`src/pkg/carrier_regs_defines.svh`:
```
`ifndef CARRIER_REGS_DEFINES_SVH
`define CARRIER_REGS_DEFINES_SVH

// Byte offsets of the carrier register bank
`define OFS_ERR_MAKER 8'h00
`define OFS_PART 8'h02
`define OFS_HW_VER 8'h04
`define OFS_FW_VER 8'h06
`define OFS_SLOT_RST 8'h08
`define OFS_FAN 8'h0a
`define OFS_LOGIC_TEMP 8'h0c
`define OFS_SLOT_TEMP 8'h0e
`define OFS_TRIG_A_LO 8'h10
`define OFS_TRIG_A_HI 8'h1f
`define OFS_TRIG_B_LO 8'h20
`define OFS_TRIG_B_HI 8'h2f
`define OFS_LVDS_LO 8'h30
`define OFS_LVDS_HI 8'h3f
`define OFS_TTL_IN 8'h50
`define OFS_TTL_OUT 8'h52
`define OFS_ECLK_01 8'h58
`define OFS_ECLK_23 8'h5a

// Field positions
`define BIT_CMD_ERR 15
`define BIT_FAN_SEL 15
`define ID_MSB 11
`define TEMP_MSB 9

// Writable masks of the routing and slot reset registers (reserved bits stay zero)
`define MASK_TRIG 16'hffff
`define MASK_TTL_IN 16'hee03
`define MASK_TTL_OUT 16'h8877
`define MASK_ECLK 16'hf7f7
`define MASK_SLOT_RST 16'h00ff

// Reset values
`define FAN_SEL_FACTORY 1'b1
`define SLOT_RST_INIT 8'h00

// Minimum slot reset hold time in ns and at 10 MHz in cycles
`define CLK_PERIOD_NS 100
`define SLOT_RST_MIN_NS 1000
`define SLOT_RST_MIN_CYC ((`SLOT_RST_MIN_NS + `CLK_PERIOD_NS - 1) / `CLK_PERIOD_NS)

`endif

```
`src/pkg/carrier_regs_pkg.sv`:
```
package carrier_regs_pkg;

    typedef enum logic [2:0]
    {
        SRC_TTL,
        SRC_LVDS,
        SRC_TRIG_A,
        SRC_TRIG_B,
        SRC_RSV4,
        SRC_RSV5,
        SRC_RSV6,
        SRC_RSV7
    } src_type_t;

    typedef logic [15:0] word_t;

endpackage : carrier_regs_pkg

```
`src/rtl/carrier_config_trigger_regs.sv`:
```
// Behaviour
// - Carrier registers reached only with module zero
// - Error flag sticky, cleared by writing one
// - Logic version read-only, major high, minor low
// - Firmware version read-only, major high, minor low
// - Eight read/write slot reset bits drive resets
// - Slot reset bits never self-clear
// - Fan select bit 15: 0 variable, 1 full
// - Fan select non-volatile, factory default full
// - Temperatures are read-only 10-bit fields
// - Logic and slot area temperature registers
// - Trigger A 0x10-0x1F, trigger B 0x20-0x2F
// - Trigger entries hold enable, polarity, edge bits
// - Trigger entries hold direction and edge/level bits
// - Source type codes select TTL, LVDS, A, B
// - Source index gives source or edge clock
// - LVDS trigger registers at 0x30-0x3F
// - TTL input control 0x50, output select 0x52
// - Edge clock sources at 0x58 and 0x5A
`timescale 1ns/1ps
`include "carrier_regs_defines.svh"

module carrier_config_trigger_regs
    import carrier_regs_pkg::*;
#(
    // Arbitrary neutral identification values
    parameter logic [11:0] MAKER_CODE = 12'h0a5,
    parameter logic [11:0] PART_CODE = 12'h05a,
    parameter logic [7:0] LOGIC_VER_MAJOR = 8'h01,
    parameter logic [7:0] LOGIC_VER_MINOR = 8'h00,
    parameter logic [7:0] FW_VER_MAJOR = 8'h01,
    parameter logic [7:0] FW_VER_MINOR = 8'h00,
    parameter int SLOTS = 8,
    parameter int TRIG_ENTRIES = 8
)
(
    // Clock and reset
    input wire logic clk,
    input wire logic resetn,
    // Register access from the command decoder
    input wire logic [7:0] module_sel,
    input wire logic [7:0] reg_addr,
    input wire logic reg_wr,
    input wire logic reg_rd,
    input wire logic [15:0] reg_wdata,
    output logic [15:0] reg_rdata,
    output logic reg_rvalid,
    // Events and sensor inputs
    input wire logic command_error,
    input wire logic [9:0] fan_area_temp,
    input wire logic [9:0] logic_area_temp,
    input wire logic [9:0] slot_area_temp,
    // Non-volatile fan setting
    input wire logic nv_valid,
    input wire logic nv_fan_speed_select,
    output logic nv_store,
    output logic nv_store_value,
    // Control outputs
    output logic [7:0] slot_reset_bit,
    output logic fan_speed_select,
    output logic [15:0] trig_a_cfg [TRIG_ENTRIES],
    output logic [15:0] trig_b_cfg [TRIG_ENTRIES],
    output logic [15:0] lvds_cfg [TRIG_ENTRIES],
    output logic [15:0] ttl_in_cfg,
    output logic [15:0] ttl_out_cfg,
    output logic [15:0] eclk_01_cfg,
    output logic [15:0] eclk_23_cfg
);

    ////////////////////////////////////////////////////////////////////////
    logic rst_sync1_r;
    logic rst_sync2_r;
    logic sel_carrier;
    logic wr_en;
    logic rd_en;
    logic cmd_err_r;
    logic fan_sel_r;
    logic nv_loaded_r;
    logic [7:0] slot_rst_r;
    word_t rdata_nxt;

    always_ff @(posedge clk or negedge resetn)
    begin
        if (!resetn)
        begin
            rst_sync1_r <= 1'b0;
            rst_sync2_r <= 1'b0;
        end
        else
        begin
            rst_sync1_r <= 1'b1;
            rst_sync2_r <= rst_sync1_r;
        end
    end

    // Word index of a byte address; even addresses only
    function automatic logic [2:0] entry_idx(input logic [7:0] a);
        entry_idx = a[3:1];
    endfunction : entry_idx

    function automatic logic in_range(input logic [7:0] a, input logic [7:0] lo,
                                      input logic [7:0] hi);
        in_range = (a >= lo) && (a <= hi);
    endfunction : in_range

    assign sel_carrier = (module_sel == 8'h00);
    assign wr_en = reg_wr && sel_carrier && !reg_addr[0];
    assign rd_en = reg_rd && sel_carrier;

    ////////////////////////////////////////////////////////////////////////
    // Sticky error: a new error in the clearing cycle wins
    always_ff @(posedge clk or negedge rst_sync2_r)
    begin
        if (!rst_sync2_r)
            cmd_err_r <= 1'b0;
        else if (command_error)
            cmd_err_r <= 1'b1;
        else if (wr_en && reg_addr == `OFS_ERR_MAKER && reg_wdata[`BIT_CMD_ERR])
            cmd_err_r <= 1'b0;
    end

    // Slot resets change only on software writes
    always_ff @(posedge clk or negedge rst_sync2_r)
    begin
        if (!rst_sync2_r)
            slot_rst_r <= `SLOT_RST_INIT;
        else if (wr_en && reg_addr == `OFS_SLOT_RST)
            slot_rst_r <= reg_wdata[7:0];
    end

    // Fan select starts at factory default, then takes the stored copy unless software writes it first
    always_ff @(posedge clk or negedge rst_sync2_r)
    begin
        if (!rst_sync2_r)
        begin
            fan_sel_r <= `FAN_SEL_FACTORY;
            nv_loaded_r <= 1'b0;
        end
        else if (wr_en && reg_addr == `OFS_FAN)
        begin
            fan_sel_r <= reg_wdata[`BIT_FAN_SEL];
            nv_loaded_r <= 1'b1;
        end
        else if (!nv_loaded_r && nv_valid)
        begin
            fan_sel_r <= nv_fan_speed_select;
            nv_loaded_r <= 1'b1;
        end
    end

    // Every fan write is pushed to non-volatile storage
    always_ff @(posedge clk or negedge rst_sync2_r)
    begin
        if (!rst_sync2_r)
        begin
            nv_store <= 1'b0;
            nv_store_value <= `FAN_SEL_FACTORY;
        end
        else
        begin
            nv_store <= wr_en && reg_addr == `OFS_FAN;
            if (wr_en && reg_addr == `OFS_FAN)
                nv_store_value <= reg_wdata[`BIT_FAN_SEL];
        end
    end

    ////////////////////////////////////////////////////////////////////////
    // Routing registers; the fields are consumed by the trigger matrix
    always_ff @(posedge clk or negedge rst_sync2_r)
    begin
        if (!rst_sync2_r)
        begin
            for (int i = 0; i < TRIG_ENTRIES; i++)
            begin
                trig_a_cfg[i] <= 16'h0000;
                trig_b_cfg[i] <= 16'h0000;
                lvds_cfg[i] <= 16'h0000;
            end
            ttl_in_cfg <= 16'h0000;
            ttl_out_cfg <= 16'h0000;
            eclk_01_cfg <= 16'h0000;
            eclk_23_cfg <= 16'h0000;
        end
        else if (wr_en)
        begin
            if (in_range(reg_addr, `OFS_TRIG_A_LO, `OFS_TRIG_A_HI))
                trig_a_cfg[entry_idx(reg_addr)] <= reg_wdata;
            if (in_range(reg_addr, `OFS_TRIG_B_LO, `OFS_TRIG_B_HI))
                trig_b_cfg[entry_idx(reg_addr)] <= reg_wdata;
            if (in_range(reg_addr, `OFS_LVDS_LO, `OFS_LVDS_HI))
                lvds_cfg[entry_idx(reg_addr)] <= reg_wdata;
            if (reg_addr == `OFS_TTL_IN)
                ttl_in_cfg <= reg_wdata & `MASK_TTL_IN;
            if (reg_addr == `OFS_TTL_OUT)
                ttl_out_cfg <= reg_wdata & `MASK_TTL_OUT;
            if (reg_addr == `OFS_ECLK_01)
                eclk_01_cfg <= reg_wdata & `MASK_ECLK;
            if (reg_addr == `OFS_ECLK_23)
                eclk_23_cfg <= reg_wdata & `MASK_ECLK;
        end
    end

    ////////////////////////////////////////////////////////////////////////
    // Read decode; unmapped offsets return zero
    always_comb
    begin
        rdata_nxt = 16'h0000;
        if (in_range(reg_addr, `OFS_TRIG_A_LO, `OFS_TRIG_A_HI))
            rdata_nxt = trig_a_cfg[entry_idx(reg_addr)];
        else if (in_range(reg_addr, `OFS_TRIG_B_LO, `OFS_TRIG_B_HI))
            rdata_nxt = trig_b_cfg[entry_idx(reg_addr)];
        else if (in_range(reg_addr, `OFS_LVDS_LO, `OFS_LVDS_HI))
            rdata_nxt = lvds_cfg[entry_idx(reg_addr)];
        else
        begin
            case (reg_addr)
                `OFS_ERR_MAKER: rdata_nxt = {cmd_err_r, 3'b000, MAKER_CODE};
                `OFS_PART: rdata_nxt = {4'h0, PART_CODE};
                `OFS_HW_VER: rdata_nxt = {LOGIC_VER_MAJOR, LOGIC_VER_MINOR};
                `OFS_FW_VER: rdata_nxt = {FW_VER_MAJOR, FW_VER_MINOR};
                `OFS_SLOT_RST: rdata_nxt = {8'h00, slot_rst_r};
                `OFS_FAN: rdata_nxt = {fan_sel_r, 5'b00000, fan_area_temp};
                `OFS_LOGIC_TEMP: rdata_nxt = {6'b000000, logic_area_temp};
                `OFS_SLOT_TEMP: rdata_nxt = {6'b000000, slot_area_temp};
                `OFS_TTL_IN: rdata_nxt = ttl_in_cfg;
                `OFS_TTL_OUT: rdata_nxt = ttl_out_cfg;
                `OFS_ECLK_01: rdata_nxt = eclk_01_cfg;
                `OFS_ECLK_23: rdata_nxt = eclk_23_cfg;
                default: rdata_nxt = 16'h0000;
            endcase
        end
    end

    always_ff @(posedge clk or negedge rst_sync2_r)
    begin
        if (!rst_sync2_r)
        begin
            reg_rdata <= 16'h0000;
            reg_rvalid <= 1'b0;
        end
        else
        begin
            reg_rvalid <= rd_en;
            if (rd_en)
                reg_rdata <= reg_addr[0] ? 16'h0000 : rdata_nxt;
        end
    end

    assign slot_reset_bit = slot_rst_r;
    assign fan_speed_select = fan_sel_r;

endmodule : carrier_config_trigger_regs

```
`config.mk`:
```
export PLATFORM = sky130hd
export DESIGN_NAME = carrier_config_trigger_regs
export DESIGN_NICKNAME = d
export VERILOG_FILES = /design/src/pkg/carrier_regs_pkg.sv /design/src/rtl/carrier_config_trigger_regs.sv
export VERILOG_INCLUDE_DIRS = /design/src /design/src/pkg
export SDC_FILE = /design/constraint.sdc
export NUM_CORES = 1
export LEC_CHECK = 0
export BUFFER_PORTS_ARGS = -buffer_cell sky130_fd_sc_hd__buf_2
export CELL_PAD_IN_SITES_DETAIL_PLACEMENT = 1
export CELL_PAD_IN_SITES_GLOBAL_PLACEMENT = 2
export CORE_MARGIN = 10
export CORE_UTILIZATION = 39
export CTS_CLUSTER_SIZE = 30
export DETAILED_ROUTE_END_ITERATION = 16
export HOLD_SLACK_MARGIN = 0.02
export PLACE_DENSITY_LB_ADDON = 0.12
export REMOVE_ABC_BUFFERS = 1
export SYNTH_ARGS = -nofsm -noshare
export SYNTH_HDL_FRONTEND = slang
export SYNTH_SLANG_ARGS = --single-unit
```
`constraint.sdc`:
```
create_clock -name clk -period 34.9 [get_ports clk]
set_input_delay 3.49 -clock clk [delete_from_list [all_inputs] [get_ports clk]]
set_output_delay 3.49 -clock clk [all_outputs]
set_load 0.02 [all_outputs]
```
==> reports/metrics.yaml, run 1 <==
setup_path:
  crit_chain: "buf_4 -> buf_4 -> buf_4 -> nor2b_2 -> buf_4 -> a22oi_1 -> nor2_1 -> o41ai_1 -> o221ai_1"
  crit_cells: 9
  r2r_slack_ps: 31360
  crit_family: "buffers and inverters"
  path_class: "in -> reg"
  timing.reg2reg.worst_path_depth: 3
  critPathCapture: "reg_rdata[15]$_DFFE_PN0P_"
  cp_max_fo: 49
  slowest_stage: "buf_4"
  critPathMaxStageDelay_ps: 700
  r2r-end: "trig_a_cfg[88]$_DFFE_PN0P_"
  critPathArrivalTime_ps: 6940
  startpoint: "reg_addr[1]"
  start_kind: "input port"
  critPathRequiredTime_ps: 35350
  cp_common_cell: "buf_4"
  critPathBufInv: 4
  endpoint_kind: "flip-flop"
  r2r-start: "rst_sync2_r$_DFF_PN0_"
cts:
  htree_levels: 2
  postCtsSetupRepairBufs: 0
  ctsHoldBuffers: 0
  clk_pin_slew_worst_paths_ps: 70
  clockRootBuffer: "clkbuf_16"
  cts_buffers: 53
  cts_tree: "built"
  insertion_delay_ps: 610
  cts_resized: 0
  cts_buffer_depth: 3
  clkSinkCount: 460
die:
  die_x_um: 256
  die_h_um: 256
  core_um2: 55200
  start_util: 0.394
  num_rows: 86
  ios: 545
  dieArea_um2: 65600
timing:
  tns_ps: 0
  worst_pin_slew_ps: 1270
  period_share: 0.186
  fmax_mhz: 154
  finalHoldViolCount: 0
  whs_ps: 356
  drv_slew: 0
  slew_headroom: 0.130
  final-setup-viol-count: 0
  clock_skew_ps: 19.3
  grt_setup_unrepaired: "false"
  finalCriticalPeriod_ps: 6490
grt:
  met2_usage: 0.509
  antenna_found_initial: 2
  grt_pass1_vias: 18010
  grt_max_degree: 160
  top_usage_layer: "met2"
  grt_pass1_wl_um: 145000
  grtUsageMet1: 0.389
  grt_overflow: 0
  track_usage: 0.304
  grtUsageMet3: 0.0610
run:
  cap_violations: 0
drt:
  drc: 0
  wl_per_cell_um: 35.8
  drtIter0Drc: 1342
  drt_first_pass_iters: 5
  viasPerCell: 5.87
  postRouteAntennaNets: 0
  finalWirelength_um: 103000
  via_count: 16943
yosys:
  synth_flop_cell: "dfrtp_1"
  yosysSeqAreaShare: 0.529
  synth_edf_count: 0
  avgSynthCellArea_um2: 13.5
  synth-async-reset-ratio: 1.00
  synth_cells: 1616
  synth-seq-cells: 460
  ys_warn_count: 0
  synth.distinct_cells: 76
  synth_area_um2: 21800
placement:
  place_congestion: 0.861
  hpwlAfterDp_um: 72400
  dp.cells: 2787
  port_buffers: 524
layout:
  drive_above_1_share: 0.555
  stdcell_count: 2884
  fin_nets: 2163
  syn_to_final_growth_pct: 22.8
power_and_ir_drop:
  p_per_area_nw_per_um2: 44.4
  p_leak_nw: 14.3
  max-vdd-ir-drop_v: 0.0000316
outcome:
  run_status: "finished clean"
worst_hold_path:
  hp-class: "reg -> async"
==> metrics by stage <==
stage                     cell area, um^2  setup slack, ps  utilization  power, W
final                               26700            28410        0.484   0.00119
after global routing                26700            28250        0.484   0.00122
after CTS                           26700            28380        0.484   0.00120
after detailed placement            24900            27750        0.452  0.000619
after global placement              24900            27830        0.451  0.000618
after floorplan                     21000            21130            -  0.000574
==> registers in the layout, indices dropped and copies added (netlist names), 8 cells and up <==
| register | cells |
|---|---|
| ttl_in_cfg | 8 |
| slot_reset_bit | 8 |
| lvds_cfg | 128 |
| eclk_23_cfg | 14 |
| eclk_01_cfg | 14 |
| trig_b_cfg | 128 |
| ttl_out_cfg | 8 |
| trig_a_cfg | 128 |
| reg_rdata | 16 |
==> synthesized netlist by cell type (6+ instances only) <==
library cell	number	share of area
a211oi_1	17	0.0059
o31ai_1	9	0.0031
nor2_4	8	0.0041
buf_4	38	0.013
o21ai_0	27	0.0062
nand3_1	10	0.0023
nor2b_1	9	0.0026
buf_2	52	0.012
mux4_2	31	0.032
nor3_1	6	0.0014
nand2_1	62	0.011
mux2_1	29	0.015
o221ai_1	33	0.013
mux2i_1	38	0.017
nor2_2	9	0.0026
a21oi_1	32	0.0074
clkbuf_1	59	0.010
dfrtp_1	458	0.53
o22ai_1	43	0.012
nand2b_1	11	0.0032
inv_1	8	0.0014
a22oi_1	10	0.0034
nand2_2	6	0.0017
mux2_2	461	0.24
a221oi_1	7	0.0028
nor2_1	35	0.0060
nand3b_1	6	0.0021
==> kinds of logic (layout without fill, tap and decap cells) <==
kind of cell           count (synthesis)  in the layout  synth area share
AOI/OAI and AO/OA                    236            236            0.0776
buffers and inverters                165            665            0.0383
DFF                                  460            460             0.529
muxes                                559            559             0.303
other                                  2             22          0.000345
and+or+nand+nor                      194            194            0.0516
==> cell usage in the layout (no fill, tap or decap), drive strengths merged, types with 7 or more instances in the layout <==
cell / n
a211oi: 17
o31ai: 9
a221oi: 7
inv: 10
conb: 21
nand2: 69
dfrtp: 458
clkbuf: 86
a22oi: 10
nor2: 52
nand2b: 11
mux2i: 38
mux4: 31
mux2: 490
o221ai: 33
nor2b: 9
a21oi: 32
o22ai: 43
nand3: 11
o21ai: 27
nor3: 9
buf: 559
==> report_power, final <==
| group | total (W) | switching (W) | internal, W |
|---|---|---|---|
| Clock | 0.000578 | 0.000232 | 0.000346 |
| Sequential | 0.000536 | 0.00000153 | 0.000534 |
| Combinational | 0.0000739 | 0.0000572 | 0.0000167 |
==> final cells by class <==
type                       count  area (um^2)
clock inverter                10          131
sequential                   460        11500
clock buffer                  86         1660
multi-input combinational   1010         9490
inverter                      10         37.5
timing repair buffer         559         2950
antenna                        1         2.50
tap                          748          936
fill                        5811        28500
==> routing by layer <==
metal | vias up | share of wire
li1 | 6936 | -
met1 | 9168 | 0.42
met2 | 688 | 0.49
met3 | 151 | 0.063
met4 | 0 | 0.033
met5 | - | 0
==> worst min path at each step <==
stage / startpoint / end / slack (ps) / cells after the start
CTS: rst_sync1_r$_DFF_PN0_ / rst_sync2_r$_DFF_PN0_ / 360 / 0
global route: rst_sync1_r$_DFF_PN0_ / rst_sync2_r$_DFF_PN0_ / 360 / 0
global placement: rst_sync1_r$_DFF_PN0_ / rst_sync2_r$_DFF_PN0_ / 340 / 0
finish: rst_sync2_r$_DFF_PN0_ / trig_b_cfg[74]$_DFFE_PN0P_ / 360 / 0
floorplan: rst_sync1_r$_DFF_PN0_ / rst_sync2_r$_DFF_PN0_ / 330 / 0
detailed placement: rst_sync1_r$_DFF_PN0_ / rst_sync2_r$_DFF_PN0_ / 350 / 0
==> worst register-to-register path, stage by stage (launching register included) <==
cell	delay (ps)
dfrtp_4	850
buf_12	810
buf_4	900
buf_4	890
Note: power is estimated with default switching activity, not from simulation.
==> inputs of run 2 (changes only) <==
Settings changed: CORE_UTILIZATION 39 to 36.
Clock period 34.9 ns to 6.2 ns, I/O delays scaled along.
==> run 2 against run 1 <==
  * Setup slack got worse by 26000 ps
  * Via count fell by 1.7%
  * Count of clock-buffer cells in the layout rose by 2
  * Design area barely moved
  * Critical endpoint unchanged
  * Critical path depth fell by 3
  * Wire length rose by 0.17%
  * Cell count rose by 1.0%
  * Non-clock buffer count fell by 6
  * Clock power rose to 5.6 times the previous value
==> reports/metrics.yaml, run 2 (synthesis gave the netlist of run 1 again) <==
cts:
  clk_pin_slew_worst_paths_ps: 60
  cts_buffers: 54
  insertion_delay_ps: 620
  clkSinkCount: 460
  htree_levels: 2
  clockRootBuffer: "clkbuf_16"
  postCtsSetupRepairBufs: 0
  cts_tree: "built"
  cts_buffer_depth: 3
drt:
  viasPerCell: 5.72
  drt_first_pass_iters: 5
  drtIter0Drc: 1086
  finalWirelength_um: 103000
  drc: 0
  wl_per_cell_um: 35.5
  via_count: 16656
  postRouteAntennaNets: 0
grt:
  grt_max_degree: 144
  antenna_found_initial: 2
  grt_overflow: 0
  grt_pass1_wl_um: 144000
  track_usage: 0.285
  grt_pass1_vias: 17731
timing:
  clock_skew_ps: 21.1
  period_share: 0.548
  worst_pin_slew_ps: 1250
  slew_headroom: 0.161
  grt_setup_unrepaired: "false"
  drv_slew: 0
  tns_ps: 0
  finalHoldViolCount: 0
  finalCriticalPeriod_ps: 3400
  final-setup-viol-count: 0
  fmax_mhz: 294
setup_path:
  r2r_slack_ps: 3930
  critPathArrivalTime_ps: 3830
  timing.reg2reg.worst_path_depth: 5
  r2r-end: "reg_rdata[10]$_DFFE_PN0P_"
  start_kind: "input port"
  critPathRequiredTime_ps: 6640
  cp_max_fo: 48
  critPathCapture: "reg_rdata[15]$_DFFE_PN0P_"
  endpoint_kind: "flip-flop"
  path_class: "in -> reg"
  startpoint: "reg_addr[3]"
  r2r-start: "trig_b_cfg[26]$_DFFE_PN0P_"
layout:
  postLayoutCoreUtil: 0.444
  regArea_um2: 11500
  mostFrequentLayoutCells: "buf_2, mux2_2, dfrtp_1, nand2_1, clkbuf_16"
  n_fill_cell: 6383
  fin_nets: 2158
  syn_to_final_growth_pct: 22.8
  drive_above_1_share: 0.551
  multi_input_area_um2: 9490
  final_common_cell: "buf_2"
  reg_top3: "lvds_cfg (128), trig_a_cfg (128), trig_b_cfg (128)"
die:
  die_h_um: 266
  start_util: 0.362
  dieArea_um2: 70700
  die_x_um: 266
  ios: 545
  core_um2: 60100
  num_rows: 90
placement:
  port_buffers: 524
  hpwlAfterDp_um: 72600
  place_congestion: 0.815
worst_hold_path:
  hp-class: "in -> reg"
  holdPathStages: 2
outcome:
  run_status: "finished clean"
run:
  cap_violations: 0
power_and_ir_drop:
  p_per_area_nw_per_um2: 251
  max-vdd-ir-drop_v: 0.000199
  p_leak_nw: 14.3
[run 2: power breakdown]
part,internal [W],total [W],switching [W]
Sequential,0.00301,0.00302,0.00000922
Combinational,0.0000949,0.000429,0.000334
Clock,0.00193,0.00326,0.00132
Total,0.00504,0.00670,0.00166
[run 2: per-layer routing]
metal / part of all wire / up-vias / global-route usage
li1: - / 6923 / -
met1: 0.42 / 9044 / 0.362
met2: 0.49 / 565 / 0.485
met3: 0.065 / 120 / 0.0637
met4: 0.022 / 4 / 0.0684
met5: 0.00025 / - / 0
[run 2: worst min path at each step]
stage,start,endpoint
final,nv_valid,nv_loaded_r$_DFFE_PN0P_
after global routing,nv_valid,nv_loaded_r$_DFFE_PN0P_
after CTS,nv_valid,nv_loaded_r$_DFFE_PN0P_
after detailed placement,rst_sync1_r$_DFF_PN0_,rst_sync2_r$_DFF_PN0_
after global placement,rst_sync1_r$_DFF_PN0_,rst_sync2_r$_DFF_PN0_
after floorplan,resetn,rst_sync1_r$_DFF_PN0_
[run 2: repair_timing]
action	in CTS	in global routing
hold endpoints to repair	2	0
endpoints found under the setup margin	0	0
resized for setup	0	0
hold buffers	1	0
[run 2: worst max-delay path, cell delays in order]
cell,delay [ps]
buf_4,610
nand2_1,880
o221ai_1,500
o21ai_0,140
a311oi_1,740
o221ai_1,210
[run 2: final cells by class]
cell class	count	share of cell area
antenna	1	0.0000937
inverter	10	0.00140
clock buffer	88	0.0618
sequential	460	0.431
tap	782	0.0366
timing repair buffer	553	0.108
clock inverter	10	0.00557
multi-input combinational	1010	0.355
[run 2: stage by stage]
stage	cell area, um^2	hold slack, ps	std cells	setup WS [ps]	power [W]
6_report	26700	235	2914	2800	0.00670
2_1_floorplan	21000	324	1480	-7570	0.00323
3_3_place_gp	24900	338	2814	2160	0.00349
4_1_cts	26700	209	2913	2950	0.00675
5_1_grt	26700	224	2913	2760	0.00692
3_5_place_dp	24900	336	2814	2310	0.00350
==> inputs of run 3 (changes only) <==
Settings changed: CORE_UTILIZATION 36 to 32.
Clock period 6.2 ns to 3.1 ns, I/O delays scaled along.
==> run 3 against run 2 <==
  * Combinational power grew 110%
  * Global-route usage is 1.9 points lower
  * Clock skew barely moved
  * Utilization fell by 3.3 points
  * Setup slack got worse by 2200 ps
  * Register-to-register slack worse by 3000 ps
  * Count of clock-buffer cells in the layout decreased by 5
  * Worst hold slack worse by 150 ps
  * Critical path depth rose by 1
  * Clock power is 100% higher
  * Cell count grew 6.3%
  * Critical endpoint is now reg_rdata[14]$_DFFE_PN0P_
  * Largest power group unchanged
==> reports/metrics.yaml, run 3 (synthesis gave the netlist of run 1 again) <==
cts:
  cts_buffer_depth: 3
  insertion_delay_ps: 620
  postCtsSetupRepairBufs: 0
  cts_buffers: 54
  clockRootBuffer: "clkbuf_16"
  clkSinkCount: 460
  cts_resized: 0
  cts_tree: "built"
  clk_pin_slew_worst_paths_ps: 60
  htree_levels: 2
placement:
  port_buffers: 524
  dp_slack_ps: -7.13
  dp.cells: 2991
  place_congestion: 0.857
  placed_area_um2: 25800
  hpwlAfterDp_um: 78900
grt:
  grt_pass1_vias: 18396
  grt_max_degree: 96
  grt_overflow: 0
  antenna_found_initial: 6
  grt_pass1_wl_um: 150000
  track_usage: 0.266
drt:
  drtIter0Drc: 1159
  via_count: 16999
  drc: 0
  postRouteAntennaNets: 0
  finalWirelength_um: 107000
  drt_first_pass_iters: 5
  wl_per_cell_um: 34.7
  viasPerCell: 5.49
layout:
  fin_area_um2: 27700
  n_fill_cell: 7174
  postLayoutCoreUtil: 0.412
  mostFrequentLayoutCells: "buf_2, mux2_2, dfrtp_1, buf_4, nand2_1"
  syn_to_final_growth_pct: 27.3
  fin_nets: 2248
  stdcell_count: 3097
  final_common_cell: "buf_2"
  reg_top3: "lvds_cfg (128), trig_a_cfg (128), trig_b_cfg (128)"
  drive_above_1_share: 0.570
timing:
  clock_skew_ps: 21.5
  finalHoldViolCount: 0
  period_share: 0.816
  fmax_mhz: 395
  slew_headroom: 0.406
  drv_slew: 0
  fin_ws_ps: 569
  tns_ps: 0
  final-setup-viol-count: 0
  worst_pin_slew_ps: 892
  finalCriticalPeriod_ps: 2530
  grt_setup_unrepaired: "false"
setup_path:
  critPathRequiredTime_ps: 3560
  r2r-start: "lvds_cfg[30]$_DFFE_PN0P_"
  endpoint_kind: "flip-flop"
  startpoint: "reg_addr[2]"
  start_kind: "input port"
  path_class: "in -> reg"
  crit_chain: "buf_6 -> clkinv_1 -> buf_4 -> nand3_1 -> o21ai_0 -> a211oi_1 -> o41ai_1"
  critPathMaxStageDelay_ps: 630
  slowest_stage: "a211oi_1"
  cp_max_fo: 36
  critPathArrivalTime_ps: 2990
die:
  ios: 545
  die_x_um: 281
  die_h_um: 281
  start_util: 0.323
  dieArea_um2: 78800
  core_um2: 67300
  num_rows: 95
run:
  cap_violations: 0
outcome:
  run_status: "finished clean"
power_and_ir_drop:
  p_per_area_nw_per_um2: 488
  p_leak_nw: 14.8
  max-vdd-ir-drop_v: 0.000379
worst_hold_path:
  hp-start: "reg_wr"
  hp-class: "in -> reg"
run 3: changes by cell type in the layout (fill, tap and decap cells not counted), sizes merged:
cell,before,now
bufinv,3,4
clkinvlp,2,1
diode,1,3
buf,552,638
clkinv,4,10
inv,11,10
clkbuf,88,83
dlygate4sd3,1,5
run 3: area by class of cell:
type | instances | area [um^2] | share of cell area
Clock buffer | 83 | 1620 | 0.0585
Multi-Input combinational cell | 1010 | 9490 | 0.343
Sequential cell | 460 | 11500 | 0.416
Tap cell | 873 | 1090 | 0.0394
Inverter | 10 | 37.5 | 0.00136
Timing Repair Buffer | 643 | 3760 | 0.136
Antenna cell | 3 | 7.51 | 0.000271
Clock inverter | 15 | 181 | 0.00655
run 3: path summary, 6_finish.rpt:
path | end | slack (ps) | cells past startpoint
max reg2reg | reg_rdata[14]$_DFFE_PN0P_ | 940 | 5
max | reg_rdata[14]$_DFFE_PN0P_ | 570 | 7
max in group asynchronous | nv_store_value$_DFFE_PN1P_ | 1580 | 1
min | nv_store$_DFF_PN0_ | 90 | 3
min reg2reg | rst_sync2_r$_DFF_PN0_ | 350 | 0
min in group asynchronous | trig_b_cfg[98]$_DFFE_PN0P_ | 410 | 0
run 3: repair_timing:
action,in CTS,in global routing
endpoints found under the hold margin,5,0
hold buffers,5,0
endpoints found under the setup margin,0,0
run 3: metal layers:
layer / share of wire / global-route usage / wire [um] / vias to the layer above
met5: 0 / 0 / 0 / -
met4: 0.021 / 0.0554 / 2250 / 0
met3: 0.061 / 0.0534 / 6520 / 126
met2: 0.49 / 0.454 / 52600 / 584
met1: 0.43 / 0.343 / 46100 / 9175
li1: - / - / - / 7114
run 3: stage by stage:
stage               hold slack [ps]  power (W)
floorplan                      14.4    0.00646
global placement               95.9    0.00705
detailed placement             97.2    0.00705
CTS                            59.7     0.0136
global route                    106     0.0139
finish                         87.0     0.0135
run 3: critical path: cells and delay by family:
kind                   cells  cell delay (ps)
AOI/OAI and AO/OA          3             1130
buffers and inverters      3             1060
and+or+nand+nor            1              430
run 3: power by group:
part	switching (W)	internal (W)
clock network	0.00267	0.00391
registers	0.0000220	0.00601
logic	0.000676	0.000237
